--- config.mk ---
export PLATFORM = sky130hd
export DESIGN_NAME = irqf_front_end
export DESIGN_NICKNAME = d
export VERILOG_FILES = /design/src/design/irq_pkg.sv /design/src/design/irq_front_end.sv
export SDC_FILE = /design/constraint.sdc
export NUM_CORES = 1
export LEC_CHECK = 0
export ABC_AREA = 0
export BUFFER_PORTS_ARGS = -buffer_cell sky130_fd_sc_hd__buf_4
export CORE_UTILIZATION = 40
export DETAILED_ROUTE_END_ITERATION = 8
export SLEW_MARGIN = 40
export SYNTH_ARGS = -nofsm -noshare
export SYNTH_HDL_FRONTEND = slang
export SYNTH_SLANG_ARGS = --single-unit
--- constraint.sdc ---
create_clock -name aclk -period 3.4 [get_ports aclk]
set_input_delay 0.34 -clock aclk [delete_from_list [all_inputs] [get_ports aclk]]
set_output_delay 0.34 -clock aclk [all_outputs]
set_load 0.05 [all_outputs]
--- src/design/irq_pkg.sv ---
// package: register map, field layouts and types of the interrupt request front end
package irqf_pkg;
   localparam logic [7:0] IRQF_CTRL_OFF = 8'h00;
   localparam logic [7:0] IRQF_MODE_OFF = 8'h04;
   localparam logic [7:0] IRQF_ROUTE_OFF = 8'h08;
   localparam logic [7:0] IRQF_STAT_OFF = 8'h0c;
   localparam logic [7:0] IRQF_MASK_OFF = 8'h10;
   localparam logic [7:0] IRQF_PEND_OFF = 8'h14;
   localparam logic [7:0] IRQF_GPIO_OFF = 8'h18;
   localparam logic [7:0] IRQF_VEC_OFF = 8'h1c;
   // control bits
   localparam int IRQF_CTL_APIC = 0;
   localparam int IRQF_CTL_MOUSE = 1;
   localparam int IRQF_CTL_RTC_GPI = 2;
   localparam int IRQF_CTL_SER_GPI = 3;
   localparam int IRQF_CTL_GPO = 4;
   localparam int IRQF_CTL_SYSCTL = 5;
   localparam int IRQF_CTL_SMB = 6;
   localparam int IRQF_CTL_ACK = 7;
   localparam logic [31:0] IRQF_CTRL_RST = 32'h0000_0010;
   localparam logic [15:0] IRQF_MODE_RST = 16'h0000;
   // request lines that may be programmed level sensitive
   localparam logic [15:0] IRQF_LEVEL_OK = 16'hcef8;
   // legal steering targets for the shared lines
   localparam logic [15:0] IRQF_ROUTE_OK = 16'hdef8;
   localparam logic [3:0] IRQF_DEFAULT_VEC = 4'h7;
   localparam logic [3:0] IRQF_RTC_LINE = 4'h8;
   localparam logic [3:0] IRQF_MOUSE_LINE = 4'hc;
   localparam logic [15:0] IRQF_ROUTE_RST = 16'h0000;
   localparam logic [3:0] IRQF_PORT60 = 4'h0;
   localparam int IRQF_SER_FRAMES = 16;
   localparam logic [1:0] IRQF_RESP_OKAY = 2'b00;
   localparam logic [1:0] IRQF_RESP_SLVERR = 2'b10;
   // status bits: edge seen, withdrawn, serial frame, ack done
   localparam int IRQF_EV_NUM = 4;
   localparam logic [3:0] IRQF_EV_RST = 4'h0;

   typedef struct packed {
      logic [3:0] shared_n;
      logic [15:0] req;
      logic clock_alarm_n;
      logic serial;
      logic iord_n;
   } irqf_pins_t;

   typedef struct packed {
      logic ena;
      logic [3:0] line;
   } irqf_route_t;
endpackage : irqf_pkg

--- src/design/irq_front_end.sv ---
// interrupt request input front end with axi4-lite register slave
// How it works
// lines 3-7, 9-11, 14-15 each edge or high level; edge after reset
// requesting devices hold their request until the cpu acknowledges it
// request withdrawn before acknowledge answers with default vector 7
// clock alarm line is active-low edge only, never programmable
// clock alarm source holds its request until acknowledge or gets vector 7
// alarm pin can be a general input unless apic enabled, then an output
// apic on: control and bus interrupts drive routed output; else gpo, high at reset
// mouse mode latches rising edge on line 12 as request 12
// mouse latch clears on reset or port 60 read at read strobe fall
// four active-low level shared lines each steered to a legal isa line
// usb controller signals by pulling the fourth shared line low
// serial request pin decoded, or general input when serial unused
// cpu interrupt output high whenever a request is pending
// every asynchronous input passes two flip-flops before use; usb_irq, io_addr_lo and the control and bus interrupts skip them
`timescale 1ns/1ns
`default_nettype none
module irqf_front_end
   import irqf_pkg::*;
#(
   parameter int NUM_SHARED = 4
) (
   input wire logic aclk,
   input wire logic aresetn,
   input wire logic clk_en,
   input wire irqf_pkg::irqf_pins_t pins,
   input wire logic usb_irq,
   input wire logic system_control_interrupt,
   input wire logic smbus_irq,
   input wire logic [3:0] io_addr_lo,
   input wire logic [31:0] s_axi_awaddr,
   input wire logic s_axi_awvalid,
   output logic s_axi_awready,
   input wire logic [31:0] s_axi_wdata,
   input wire logic [3:0] s_axi_wstrb,
   input wire logic s_axi_wvalid,
   output logic s_axi_wready,
   output logic [1:0] s_axi_bresp,
   output logic s_axi_bvalid,
   input wire logic s_axi_bready,
   input wire logic [31:0] s_axi_araddr,
   input wire logic s_axi_arvalid,
   output logic s_axi_arready,
   output logic [31:0] s_axi_rdata,
   output logic [1:0] s_axi_rresp,
   output logic s_axi_rvalid,
   input wire logic s_axi_rready,
   output logic shared_pci_request_d_n,
   output logic shared_pci_request_d_oe,
   output logic clock_alarm_request_n_out,
   output logic clock_alarm_request_n_oe,
   output logic apic_routed_request_out_n,
   output logic cpu_interrupt_out,
   output logic irq_out
);
   import irqf_pkg::*;

   typedef enum logic [1:0] {SER_IDLE, SER_START, SER_FRAME} irqf_ser_t;

   function automatic logic [15:0] irqf_onehot(input irqf_route_t r);
      irqf_onehot = (r.ena && IRQF_ROUTE_OK[r.line]) ? (16'h0001 << r.line) : 16'h0000;
   endfunction : irqf_onehot

   // two flip-flop input synchronisers
   irqf_pins_t meta_reg, sync_reg, prev_reg;
   always_ff @(posedge aclk) begin
      if (!aresetn) begin
         meta_reg <= '{shared_n: 4'hf, req: 16'h0000, clock_alarm_n: 1'b1, serial: 1'b1,
            iord_n: 1'b1};
         sync_reg <= '{shared_n: 4'hf, req: 16'h0000, clock_alarm_n: 1'b1, serial: 1'b1,
            iord_n: 1'b1};
         prev_reg <= '{shared_n: 4'hf, req: 16'h0000, clock_alarm_n: 1'b1, serial: 1'b1,
            iord_n: 1'b1};
      end else if (clk_en) begin
         meta_reg <= pins;
         sync_reg <= meta_reg;
         prev_reg <= sync_reg;
      end
   end

   // registers
   logic [31:0] ctrl_reg;
   logic [15:0] mode_reg, route_reg, pend_reg, ser_reg;
   logic [3:0] stat_reg, mask_reg, vec_reg;
   logic mouse_reg;

   wire apic_on = ctrl_reg[IRQF_CTL_APIC];
   wire mouse_on = ctrl_reg[IRQF_CTL_MOUSE];
   wire [15:0] level_mode = mode_reg & IRQF_LEVEL_OK;
   wire [15:0] rise = sync_reg.req & ~prev_reg.req;
   wire alarm_fall = prev_reg.clock_alarm_n & ~sync_reg.clock_alarm_n;
   wire iord_fall = prev_reg.iord_n & ~sync_reg.iord_n;
   wire port60_rd = iord_fall && io_addr_lo == IRQF_PORT60;

   // shared lines: active low level, steered per route nibble
   logic [15:0] shared_vec;
   always_comb begin
      shared_vec = 16'h0000;
      for (int i = 0; i < NUM_SHARED; i++) begin
         if (!sync_reg.shared_n[i]) begin
            shared_vec = shared_vec |
               irqf_onehot(irqf_route_t'({1'b1, route_reg[4*i +: 4]}));
         end
      end
   end

   // edge requests latched, level ones follow the line
   wire [15:0] edge_set = rise & ~level_mode & IRQF_LEVEL_OK;
   wire [15:0] live_level = sync_reg.req & level_mode;
   wire [15:0] rtc_vec = alarm_fall ? (16'h0001 << IRQF_RTC_LINE) : 16'h0000;
   wire [15:0] mouse_vec = mouse_reg ? (16'h0001 << IRQF_MOUSE_LINE) : 16'h0000;
   wire [15:0] ack_hold = (sync_reg.req & IRQF_LEVEL_OK)
      | (sync_reg.clock_alarm_n ? 16'h0000 : (16'h0001 << IRQF_RTC_LINE))
      | mouse_vec | shared_vec | ser_reg;
   wire [15:0] pend_now = pend_reg | live_level | shared_vec | mouse_vec | ser_reg;

   // axi write path
   logic [31:0] awaddr_reg, wdata_reg;
   logic aw_have_reg, w_have_reg;
   wire do_write = aw_have_reg && w_have_reg && !s_axi_bvalid;
   wire [7:0] wr_off = awaddr_reg[7:0];
   wire wr_ctrl = do_write && wr_off == IRQF_CTRL_OFF;
   wire wr_mode = do_write && wr_off == IRQF_MODE_OFF;
   wire wr_route = do_write && wr_off == IRQF_ROUTE_OFF;
   wire wr_stat = do_write && wr_off == IRQF_STAT_OFF;
   wire wr_mask = do_write && wr_off == IRQF_MASK_OFF;
   wire wr_known = wr_ctrl | wr_mode | wr_route | wr_stat | wr_mask;
   wire ack_pulse = wr_ctrl && wdata_reg[IRQF_CTL_ACK];

   // acknowledge picks the lowest numbered pending line, vector 7 if it is no longer held
   logic [3:0] ack_line;
   logic ack_found;
   always_comb begin
      ack_line = IRQF_DEFAULT_VEC;
      ack_found = 1'b0;
      for (int i = 15; i >= 0; i--) begin
         if (pend_now[i]) begin
            ack_line = 4'(i);
            ack_found = 1'b1;
         end
      end
   end
   wire ack_held = ack_found && ack_hold[ack_line];
   wire [3:0] ack_vec = ack_held ? ack_line : IRQF_DEFAULT_VEC;
   wire [15:0] ack_clear = (ack_pulse && ack_found) ? (16'h0001 << ack_line) : 16'h0000;

   // sticky events: edge, withdrawn, serial frame, acknowledge
   wire ser_done;
   wire [3:0] ev = {ack_pulse, ser_done, ack_pulse & ack_found & ~ack_held,
      |(edge_set | rtc_vec)};

   always_ff @(posedge aclk) begin
      if (!aresetn) begin
         ctrl_reg <= IRQF_CTRL_RST;
         mode_reg <= IRQF_MODE_RST;
         route_reg <= IRQF_ROUTE_RST;
         mask_reg <= IRQF_EV_RST;
         stat_reg <= IRQF_EV_RST;
         pend_reg <= 16'h0000;
         vec_reg <= IRQF_DEFAULT_VEC;
      end else if (clk_en) begin
         if (wr_ctrl) ctrl_reg <= wdata_reg & ~(32'h1 << IRQF_CTL_ACK);
         if (wr_mode) mode_reg <= wdata_reg[15:0] & IRQF_LEVEL_OK;
         if (wr_route) route_reg <= wdata_reg[15:0];
         if (wr_mask) mask_reg <= wdata_reg[IRQF_EV_NUM-1:0];
         stat_reg <= (stat_reg & ~(wr_stat ? wdata_reg[3:0] : 4'h0)) | ev;
         pend_reg <= ((pend_reg | edge_set | rtc_vec) & ~ack_clear) & ~level_mode;
         if (ack_pulse) vec_reg <= ack_vec;
      end
   end

   // mouse latch
   always_ff @(posedge aclk) begin
      if (!aresetn) begin
         mouse_reg <= 1'b0;
      end else if (clk_en) begin
         if (mouse_on && rise[IRQF_MOUSE_LINE]) mouse_reg <= 1'b1;
         else if (port60_rd || !mouse_on) mouse_reg <= 1'b0;
      end
   end

   // serial request decoder: start low pulse, then one slot per line
   irqf_ser_t ser_state;
   logic [4:0] slot_reg;
   logic [15:0] ser_next;
   wire ser_use = !ctrl_reg[IRQF_CTL_SER_GPI];
   assign ser_done = ser_state == SER_FRAME && slot_reg == 5'(IRQF_SER_FRAMES - 1);
   always_ff @(posedge aclk) begin
      if (!aresetn) begin
         ser_state <= SER_IDLE;
         slot_reg <= 5'h00;
         ser_reg <= 16'h0000;
         ser_next <= 16'h0000;
      end else if (clk_en) begin
         case (ser_state)
            SER_IDLE: begin
               if (ser_use && !sync_reg.serial) ser_state <= SER_START;
            end
            SER_START: begin
               if (sync_reg.serial) begin
                  ser_state <= SER_FRAME;
                  slot_reg <= 5'h00;
               end
            end
            SER_FRAME: begin
               ser_next[slot_reg[3:0]] <= !sync_reg.serial;
               slot_reg <= slot_reg + 5'h01;
               if (ser_done) begin
                  ser_state <= SER_IDLE;
                  ser_reg <= (ser_next & ~(16'h0001 << slot_reg[3:0]))
                     | ({15'h0000, !sync_reg.serial} << slot_reg[3:0]);
               end
            end
            default: ser_state <= SER_IDLE;
         endcase
         if (!ser_use) ser_reg <= 16'h0000;
      end
   end

   // axi handshake and read path
   logic [31:0] rdata_mux;
   wire [7:0] rd_off = s_axi_araddr[7:0];
   always_comb begin
      case (rd_off)
         IRQF_CTRL_OFF: rdata_mux = ctrl_reg;
         IRQF_MODE_OFF: rdata_mux = {16'h0000, mode_reg};
         IRQF_ROUTE_OFF: rdata_mux = {16'h0000, route_reg};
         IRQF_STAT_OFF: rdata_mux = {28'h0000000, stat_reg};
         IRQF_MASK_OFF: rdata_mux = {28'h0000000, mask_reg};
         IRQF_PEND_OFF: rdata_mux = {16'h0000, pend_now};
         IRQF_GPIO_OFF: rdata_mux = {30'h00000000, sync_reg.serial,
            sync_reg.clock_alarm_n};
         IRQF_VEC_OFF: rdata_mux = {28'h0000000, vec_reg};
         default: rdata_mux = 32'h0000_0000;
      endcase
   end
   wire rd_known = rd_off inside {IRQF_CTRL_OFF, IRQF_MODE_OFF, IRQF_ROUTE_OFF,
      IRQF_STAT_OFF, IRQF_MASK_OFF, IRQF_PEND_OFF, IRQF_GPIO_OFF, IRQF_VEC_OFF};

   always_ff @(posedge aclk) begin
      if (!aresetn) begin
         aw_have_reg <= 1'b0;
         w_have_reg <= 1'b0;
         awaddr_reg <= 32'h0000_0000;
         wdata_reg <= 32'h0000_0000;
         s_axi_bvalid <= 1'b0;
         s_axi_bresp <= IRQF_RESP_OKAY;
         s_axi_rvalid <= 1'b0;
         s_axi_rdata <= 32'h0000_0000;
         s_axi_rresp <= IRQF_RESP_OKAY;
      end else if (clk_en) begin
         if (s_axi_awvalid && s_axi_awready) begin
            aw_have_reg <= 1'b1;
            awaddr_reg <= s_axi_awaddr;
         end
         if (s_axi_wvalid && s_axi_wready) begin
            w_have_reg <= 1'b1;
            wdata_reg <= s_axi_wdata;
         end
         if (do_write) begin
            aw_have_reg <= 1'b0;
            w_have_reg <= 1'b0;
            s_axi_bvalid <= 1'b1;
            s_axi_bresp <= wr_known ? IRQF_RESP_OKAY : IRQF_RESP_SLVERR;
         end else if (s_axi_bready) begin
            s_axi_bvalid <= 1'b0;
         end
         if (s_axi_arvalid && s_axi_arready) begin
            s_axi_rvalid <= 1'b1;
            s_axi_rdata <= rdata_mux;
            s_axi_rresp <= rd_known ? IRQF_RESP_OKAY : IRQF_RESP_SLVERR;
         end else if (s_axi_rready) begin
            s_axi_rvalid <= 1'b0;
         end
      end
   end
   assign s_axi_awready = !aw_have_reg && !s_axi_bvalid;
   assign s_axi_wready = !w_have_reg && !s_axi_bvalid;
   assign s_axi_arready = !s_axi_rvalid;

   // registered pin outputs
   always_ff @(posedge aclk) begin
      if (!aresetn) begin
         cpu_interrupt_out <= 1'b0;
         irq_out <= 1'b0;
         apic_routed_request_out_n <= 1'b1;
         shared_pci_request_d_n <= 1'b1;
         shared_pci_request_d_oe <= 1'b0;
         clock_alarm_request_n_out <= 1'b1;
         clock_alarm_request_n_oe <= 1'b0;
      end else if (clk_en) begin
         cpu_interrupt_out <= |pend_now;
         irq_out <= |(stat_reg & mask_reg);
         apic_routed_request_out_n <= apic_on ?
            !(system_control_interrupt | smbus_irq) : ctrl_reg[IRQF_CTL_GPO];
         shared_pci_request_d_n <= 1'b0;
         shared_pci_request_d_oe <= usb_irq;
         clock_alarm_request_n_out <= !(system_control_interrupt | smbus_irq);
         clock_alarm_request_n_oe <= apic_on;
      end
   end

   // checks
   property cpu_follows_p;
      @(posedge aclk) disable iff (!aresetn) clk_en |=> cpu_interrupt_out == $past(|pend_now);
   endproperty
   cpu_out_tracks_a: assert property (cpu_follows_p)
      else $error("cpu interrupt does not follow pending requests");
   apic_out_a: assert property (@(posedge aclk) disable iff (!aresetn)
      clk_en && apic_on && (system_control_interrupt | smbus_irq) |=> !apic_routed_request_out_n)
      else $error("routed request not driven low");
   alarm_oe_a: assert property (@(posedge aclk) disable iff (!aresetn)
      clk_en && apic_on |=> clock_alarm_request_n_oe)
      else $error("alarm pin not driven with apic on");
   mouse_hold_a: assert property (@(posedge aclk) disable iff (!aresetn)
      mouse_reg && mouse_on && !port60_rd |=> mouse_reg)
      else $error("mouse latch dropped early");
   mouse_set_a: assert property (@(posedge aclk) disable iff (!aresetn)
      clk_en && mouse_on && rise[IRQF_MOUSE_LINE] |=> mouse_reg)
      else $error("mouse edge not latched");
   mode_mask_a: assert property (@(posedge aclk) disable iff (!aresetn)
      (mode_reg & ~IRQF_LEVEL_OK) == 16'h0000)
      else $error("fixed line made level sensitive");
   default_vec_a: assert property (@(posedge aclk) disable iff (!aresetn)
      clk_en && ack_pulse && !ack_held |=> vec_reg == IRQF_DEFAULT_VEC)
      else $error("withdrawn request not answered with default vector");
   alarm_edge_a: assert property (@(posedge aclk) disable iff (!aresetn)
      clk_en && alarm_fall && !ack_pulse |=> pend_reg[IRQF_RTC_LINE])
      else $error("alarm edge not latched");
   usb_pull_a: assert property (@(posedge aclk) disable iff (!aresetn)
      clk_en && usb_irq |=> shared_pci_request_d_oe && !shared_pci_request_d_n)
      else $error("usb interrupt not driven on shared line");
   sync_path_a: assert property (@(posedge aclk) disable iff (!aresetn)
      clk_en ##1 clk_en |-> sync_reg == $past(meta_reg))
      else $error("synchroniser stage skipped");
endmodule : irqf_front_end
`default_nettype wire

==> results.yml, run 1 <==
outcome:
  status: "finished clean"
placed_design:
  gp_congestion: 0.966
  io_buffer_count: 126
  dp_hpwl_um: 29300
timing:
  slew_violations: 0
  fin_skew_ps: 16.3
  min_period_over_period: 0.961
  slew-limit-headroom: 0.474
  hold_violations: 0
  post-route-min-period_ps: 3270
  fmax_ghz: 0.306
  rsz0062_at_grt: "false"
  finalSetupViolCount: 0
  setup_tns_ps: 0
  tightest_slew_ps: 790
global_routing:
  grt_pass1_wl_um: 61500
  grt_max_degree: 94
  grt_use_total: 0.255
  antenna_found_initial: 0
  overflow: 0
  grt_pass1_vias: 10534
layout:
  syn_to_final_growth_pct: 24.0
  drive_gt1_frac: 0.189
  final_nets: 1783
  nFillCells: 2928
  diodes: 0
  multi_input_area_um2: 6320
  seqCellArea_um2: 5280
critical_path:
  critical_path_class: "reg -> reg"
  crit_required_ps: 3870
  start_kind: "register"
  worstPathArrival_ps: 3730
  r2r_slack_ps: 130
  critPathCaptureType: "register"
  r2r_cells: 12
  cp_max_fo: 5
detailed_routing:
  antenna_left: 0
  dr.pass1.iters: 7
  vias: 11355
  drt_iter0_drc: 1033
  drt_wl_total_um: 39900
  vias_per_cell: 5.54
  post_drt_wl_per_cell_um: 19.5
  route.detailed.drc: 0
cts:
  clock_sinks: 263
  cts_tree: "done"
  clock_path_buffers: 3
  clk_pin_slew_ps: 60
  htree_levels: 1
  cts_buffers: 29
  clock_latency_ps: 570
  root_buffer: "clkbuf_16"
floorplanning:
  num_io_pins: 186
  die_y_um: 175
  core-area_um2: 29600
  die_x_um: 175
  rows: 63
  start_util: 0.406
  die_area_um2: 30700
min_path:
  hold_path.class: "in -> reg"
  worst_hold_path.num_cells: 3
synthesis:
  yosysUniqueCellTypes: 79
  ys.flop_type: "dfxtp_1"
  yosys.area.top_type: "dfxtp_1"
  synth_top_area_share: 0.439
  yosysWarnings: 0
  synth_area_per_cell_um2: 8.12
  syn-instance-count: 1476
  syn_area_um2: 12000
  synth_edf_count: 0
  ys_seq_elements: 263
  ys_seq_area_frac: 0.439
  ys_top_cells_by_area: "dfxtp_1 44%, nand2_1 8.3%, a21oi_1 8.0%"
  async_flop_share: 0
power:
  p_leak_nw: 6.04
  vdd_drop_max_uv: 373
  power_mw: 7.00
  power-per-cell-area_nw_per_um2: 471
run:
  drv_cap: 0
## per-layer routing
| layer | vias up | track usage | wire, µm |
|---|---|---|---|
| met5 | - | 0 | 0 |
| met1 | 5379 | 0.361 | 18600 |
| li1 | 5534 | - | - |
| met3 | 71 | 0.0374 | 2450 |
| met4 | 0 | 0.0775 | 1290 |
| met2 | 371 | 0.399 | 17500 |
## worst max-delay path: stages (launching register included)
cell and delay [ps]:
dfxtp_1 380, a21o_1 240, a311oi_2 330, nand3_1 200
buf_4 190, or2_1 220, a221o_1 360, nand4b_1 250
o311ai_4 140, a21boi_1 150, a221oi_4 240, nand4b_4 180
o41ai_2 280
## stage by stage
| step | instances | util | hold WS, ps | setup slack (ps) | cell area [µm²] |
|---|---|---|---|---|---|
| 3_3_place_gp | 1991 | 0.465 | 437 | 66.7 | 13700 |
| 5_1_grt | 2049 | 0.503 | 6.81 | 29.6 | 14900 |
| 3_5_place_dp | 1991 | 0.465 | 444 | 21.1 | 13800 |
| 2_1_floorplan | 1477 | - | 425 | 342 | 12000 |
| 6_report | 2049 | 0.503 | 13.7 | 133 | 14900 |
| 4_1_cts | 2048 | 0.500 | 3.68 | 34.8 | 14800 |
## layout make-up
class	count	share of cell area
multi-input combinational	1087	0.425
sequential	263	0.355
timing repair buffer	223	0.114
clock buffer	44	0.0573
tap	390	0.0328
inverter	34	0.00892
clock inverter	8	0.00741
## final timing paths
kind,from,endpoint
min reg2reg,ctrl_reg[2],ctrl_reg[2]
max reg2reg,mode_reg[7],stat_reg[1]
max,mode_reg[7],stat_reg[1]
min,pins[20],meta_reg[20]
## synth_stat cells (8+ instances only)
cell,instances
nor2_1,168
nand4b_1,8
nand2b_1,10
a31oi_1,25
nand3_1,43
nand4_1,11
nor4_1,8
mux2i_1,75
a222oi_1,12
nand2_1,265
and2_1,10
buf_2,8
inv_1,32
clkbuf_1,77
and3_1,13
nor3_1,16
nor3b_1,17
nor2b_1,18
a22oi_1,14
dfxtp_1,263
a211oi_1,27
a21o_1,14
a21oi_1,191
o21ai_0,29
## where the power goes
part | internal, mW | switching (mW)
logic | 0.241 | 0.377
registers | 3.16 | 0.0636
clock network | 1.88 | 1.28
## logic make-up after synthesis
logic type / synth area share
xor gates and xnor gates: 0.000731
buffers and inverters: 0.0415
AOI/OAI and AO/OA: 0.193
muxes: 0.0695
adders and majority gates: 0.0106
other: 0.000313
DFF: 0.439
and+or+nand+nor: 0.246
## cells in the final DEF (no fill, tap or decap), types with 10 or more instances in the layout
cell	instances
a211oi_1	26
a21o_1	14
a21oi_1	191
a222oi_1	12
a22oi_1	14
a31oi_1	25
and2_1	10
and3_1	12
buf_4	218
clkbuf_16	29
dfxtp_1	255
inv_1	32
mux2i_1	75
nand2_1	265
nand2b_1	10
nand3_1	42
nand4_1	11
nor2_1	168
nor2b_1	17
nor3_1	16
nor3b_1	15
o21ai_0	29
## repair_timing
action | in CTS | in global routing
hold buffers | 4 | 0
setup buffers | 1 | 1
gates cloned | 0 | 0
endpoints found under the setup margin | 1 | 5
resized for setup | 2 | 16
hold endpoints to repair | 4 | 0
pin swaps | 1 | 2
(Power assumes the default switching activity.)
==> run 2, diff against run 1 <==
BUFFER_PORTS_ARGS = default   (was -buffer_cell sky130_fd_sc_hd__buf_4)
DONT_BUFFER_PORTS = 1   (was default)
==> run 2 against run 1 <==
Final cell count is 1.8% lower. Fmax is 1.3% lower. Hold slack better by 12 ps. Combinational power is 14% lower. Sequential power is 2% higher. Critical endpoint unchanged. Highest routed layer unchanged. Critical path depth is 2 lower. Total power is 2.1% higher. Routed wire length is 2.9% higher.
==> results.yml, run 2 (synthesis results as in run 1) <==
outcome:
  status: "finished clean"
cts:
  clock_path_buffers: 3
  clk_pin_slew_ps: 70
  cts_buffers: 28
  clock_latency_ps: 560
  clock_sinks: 263
  root_buffer: "clkbuf_16"
  cts_tree: "done"
  cts_setup_buffers: 0
  htree_levels: 1
placed_design:
  gp_congestion: 0.949
  placed_cells: 1889
  dp_hpwl_um: 29200
  io_buffer_count: 0
timing:
  rsz0062_at_grt: "true"
  tightest_slew_ps: 829
  slew_violations: 0
  fin_skew_ps: 14.2
  finalSetupViolCount: 0
  post-route-min-period_ps: 3310
  slew-limit-headroom: 0.447
  fmax_ghz: 0.302
  hold_violations: 0
  min_period_over_period: 0.974
detailed_routing:
  drt_iter0_drc: 1035
  dr.pass1.iters: 6
  route.detailed.drc: 0
  antenna_left: 0
  vias_per_cell: 5.62
  drt_wl_total_um: 41100
  post_drt_wl_per_cell_um: 20.4
  vias: 11298
global_routing:
  overflow: 0
  grt_pass1_vias: 10692
  antenna_found_initial: 2
  grt_max_degree: 84
  grt_use_total: 0.264
  grt_pass1_wl_um: 62400
critical_path:
  slowest_delay_ps: 450
  worstPathArrival_ps: 3780
  cp_max_fo: 6
  cp_slowest_cell: "o41ai_4"
  critPathCaptureType: "register"
  cp_top_family: "compound AO/OA/AOI/OAI gates"
  path_cells: "and4bb_2 > a221oi_4 > nand3_2 > o41ai_4 > nand2_2 > o21ai_4 > mux2_2 > a221oi_2 > nand4b_4 > o41ai_2"
  r2r-start: "route_reg[14]"
  start_kind: "register"
  crit_required_ps: 3870
  startpoint: "route_reg[14]"
  critical_path_class: "reg -> reg"
  r2r_slack_ps: 90
  path_buf_inv: 0
layout:
  final_nets: 1744
  drive_gt1_frac: 0.134
  final_cells: 2012
  seqCellArea_um2: 5270
  final_cell_mix: "265 x nand2_1, 258 x dfxtp_1, 191 x a21oi_1, 166 x nor2_1, 114 x buf_4"
  syn_to_final_growth_pct: 24.0
  multi_input_area_um2: 6320
  final_util: 0.503
  layout_commonest_cell: "nand2_1"
  nFillCells: 2842
floorplanning:
  die_area_um2: 30700
  core-area_um2: 29600
  die_y_um: 175
  rows: 63
  die_x_um: 175
  num_io_pins: 186
  start_util: 0.406
run:
  drv_cap: 0
power:
  p_leak_nw: 5.89
  power-per-cell-area_nw_per_um2: 481
  vdd_drop_max_uv: 308
min_path:
  hp-start: "aresetn"
  hold_path.class: "in -> reg"
==> run 2: cell count changes in the layout (fill, tap and decap cells not counted), moves of 3 or more <==
cell,change
buf_4,-104
dfxtp_1,+3
dfxtp_2,-3
dlygate4sd3_1,+63
clkinv_2,+3
buf_12,+3
clkbuf_1,-7
==> run 2: what timing repair did <==
item	4_1_cts	5_1_grt
hold endpoints to repair	112	0
endpoints found under the setup margin	0	5
hold buffers	70	0
gates resized for setup	0	15
==> run 2: final cells by class <==
type                            instances  share of cell area
Multi-Input combinational cell       1087               0.425
Sequential cell                       263               0.355
Timing Repair Buffer                  185               0.109
Clock buffer                           38              0.0557
Tap cell                              390              0.0328
Clock inverter                         14              0.0139
Inverter                               34             0.00892
Antenna cell                            1            0.000168
==> run 2: worst reg2reg max path: stages, from the launching register on <==
cell      delay (ps)
dfxtp_1          440
and4bb_2         350
a221oi_4         290
nand3_2          170
o41ai_4          450
nand2_2          160
o21ai_4          220
mux2_2           370
a221oi_2         300
nand4b_4         190
o41ai_2          290
==> run 2: layer usage <==
metal	wire length, µm	GRT usage	part of all wire	vias to the layer above
li1	-	-	-	5459
met1	18900	0.369	0.46	5403
met2	18300	0.418	0.44	385
met3	3040	0.0487	0.074	51
met4	831	0.0612	0.020	0
met5	0	0	0	-
==> run 2: metrics by stage <==
step / hold WS (ps) / instance area (µm²) / total power, mW / setup WS (ps) / setup TNS (ps)
after floorplan: 425 / 12000 / 3.63 / 342 / 0
after global placement: 408 / 13000 / 3.75 / 14.1 / 0
after detailed placement: 412 / 13000 / 3.76 / 14.9 / 0
after CTS: 2.29 / 14800 / 7.19 / 0.245 / 0
after global routing: 17.7 / 14900 / 7.38 / -53.9 / -53.9
final: 26.0 / 14900 / 7.15 / 89.2 / 0
==> run 2: report_power, final <==
part | total (mW) | switching, mW | leakage, nW | internal, mW
registers | 3.28 | 0.124 | 2.14 | 3.15
logic | 0.529 | 0.305 | 3.24 | 0.224
clock network | 3.34 | 1.32 | 0.515 | 2.02
total | 7.15 | 1.75 | 5.89 | 5.40
==> run 2: final timing paths <==
| path | end | depth (start not counted) |
|---|---|---|
| min reg2reg | ctrl_reg[14] | 2 |
| max | stat_reg[1] | 10 |
| min | vec_reg[3] | 2 |
| max reg2reg | stat_reg[1] | 10 |
==> run 3, diff against run 2 <==
clock period = 3.1 ns   (was 3.4 ns; I/O delays follow)
==> run 3 against run 2 <==
The run now ends with setup timing left. Sequential power up 9.5%. Critical path depth increased by 4. Clock skew fell by 0.53 ps. Routed wire length grew 1.4%. Non-clock buffer count up 37. First-iteration DRC count is 12% lower. Global-route usage is 0.46 points higher. Flip-flop and latch count stayed put. Register-to-register slack got worse by 100 ps.
==> results.yml, run 3 (synthesis results as in run 1) <==
outcome:
  status: "finished with violations"
  violations: "setup timing"
floorplanning:
  die_y_um: 175
  die_area_um2: 30700
  rows: 63
  num_io_pins: 186
  start_util: 0.406
  core-area_um2: 29600
  die_x_um: 175
detailed_routing:
  post_drt_wl_per_cell_um: 20.3
  drt_wl_total_um: 41600
  drt_iter0_drc: 915
  antenna_left: 0
  vias_per_cell: 5.57
  route.detailed.drc: 0
  vias: 11414
  dr.pass1.iters: 6
critical_path:
  critPathCaptureType: "register"
  crit_required_ps: 3580
  start_kind: "register"
  worstPathArrival_ps: 3600
  critical_path_class: "reg -> reg"
  cp_max_fo: 5
power:
  vdd_drop_max_uv: 422
  power-per-cell-area_nw_per_um2: 502
  p_leak_nw: 6.11
placed_design:
  io_buffer_count: 0
  dp_hpwl_um: 29800
  gp_congestion: 0.918
  placed_cells: 1921
timing:
  finalSetupViolCount: 2
  slew-limit-headroom: 0.514
  post-route-min-period_ps: 3110
  tightest_slew_ps: 719
  rsz0062_at_grt: "true"
  setup_slack_ps: -10.5
  fmax_ghz: 0.321
  slew_violations: 0
  hold_violations: 0
  fin_skew_ps: 13.7
  min_period_over_period: 1.00
cts:
  clock_latency_ps: 560
  clock_sinks: 263
  clk_pin_slew_ps: 70
  clock_path_buffers: 3
  htree_levels: 1
  cts_tree: "done"
  cts_buffers: 29
  root_buffer: "clkbuf_16"
global_routing:
  grt_max_degree: 122
  grt_pass1_wl_um: 63600
  antenna_found_initial: 2
  overflow: 0
  grt_pass1_vias: 10873
  grt_use_total: 0.268
layout:
  final_cells: 2049
  nFillCells: 2833
  layout_commonest_cell: "nand2_1"
  final_cell_mix: "264 x nand2_1, 245 x dfxtp_1, 191 x a21oi_1, 164 x nor2_1, 151 x buf_4"
  syn_to_final_growth_pct: 27.3
  final_nets: 1782
  drive_gt1_frac: 0.174
  final_util: 0.516
min_path:
  hold_path.class: "in -> reg"
run:
  drv_cap: 0
## run 3: cell types whose count changed in the layout (fill, tap and decap cells not counted), sizes merged
cell         change
clkbuf           +5
clkinvlp         +2
bufinv           -1
clkinv           -6
dlygate4sd3      -3
buf             +40
## run 3: area by class of cell
class / instances / area (µm²) / share of cell area
sequential: 263 / 5300 / 0.347
tap: 390 / 488 / 0.0320
inverter: 34 / 133 / 0.00869
timing repair buffer: 222 / 1890 / 0.124
clock inverter: 9 / 140 / 0.00918
antenna: 1 / 2.50 / 0.000164
clock buffer: 43 / 818 / 0.0536
multi-input combinational: 1087 / 6490 / 0.425
## run 3: metal layers
| metal | routed length [µm] | up-vias | GRT usage |
|---|---|---|---|
| met3 | 2830 | 51 | 0.0533 |
| met4 | 965 | 2 | 0.0699 |
| met1 | 19300 | 5457 | 0.370 |
| li1 | - | 5519 | - |
| met2 | 18500 | 385 | 0.426 |
| met5 | 8 | - | 0 |
## run 3: power by group
part | total, mW | switching (mW) | internal (mW)
Combinational | 0.601 | 0.343 | 0.258
Clock | 3.47 | 1.39 | 2.08
Sequential | 3.59 | 0.136 | 3.46
## run 3: worst paths after layout
path           startpoint            to  slack [ps]  depth (start not counted)
max          route_reg[6]    vec_reg[2]         -10                         14
min               aresetn  sync_reg[20]          30                          2
max reg2reg  route_reg[6]    vec_reg[2]         -10                         14
min reg2reg  ctrl_reg[27]  ctrl_reg[27]         450                          2
## run 3: critical path: stages (launching register included)
cell and delay (ps):
dfxtp_4 360, buf_4 140, nand4b_1 160, o22ai_2 160
nor4_4 290, a211oi_4 110, o41ai_4 350, nand2_2 160
buf_6 150, mux2i_1 120, o21a_1 250, a221oi_4 330
nand4b_4 180, buf_6 160, a31oi_2 110
## run 3: metrics by stage
step | setup TNS (ps) | power, mW | hold WS (ps) | area, µm² | setup WS (ps)
floorplan | 0 | 3.98 | 425 | 12000 | 42.4
global placement | -499 | 4.13 | 378 | 13200 | -146
detailed placement | -626 | 4.13 | 380 | 13200 | -171
CTS | -15.4 | 7.74 | 2.55 | 15200 | -15.4
global route | -671 | 7.93 | 27.3 | 15300 | -173
finish | -16.7 | 7.66 | 29.5 | 15300 | -10.5
## run 3: repair_timing
| item | in CTS | in global routing |
|---|---|---|
| hold buffers | 66 | 0 |
| setup buffers | 8 | 1 |
| resized for setup | 53 | 18 |
| gates cloned | 0 | 0 |
| endpoints found under the setup margin | 5 | 13 |
| endpoints found under the hold margin | 135 | 0 |
| pin swaps | 17 | 17 |
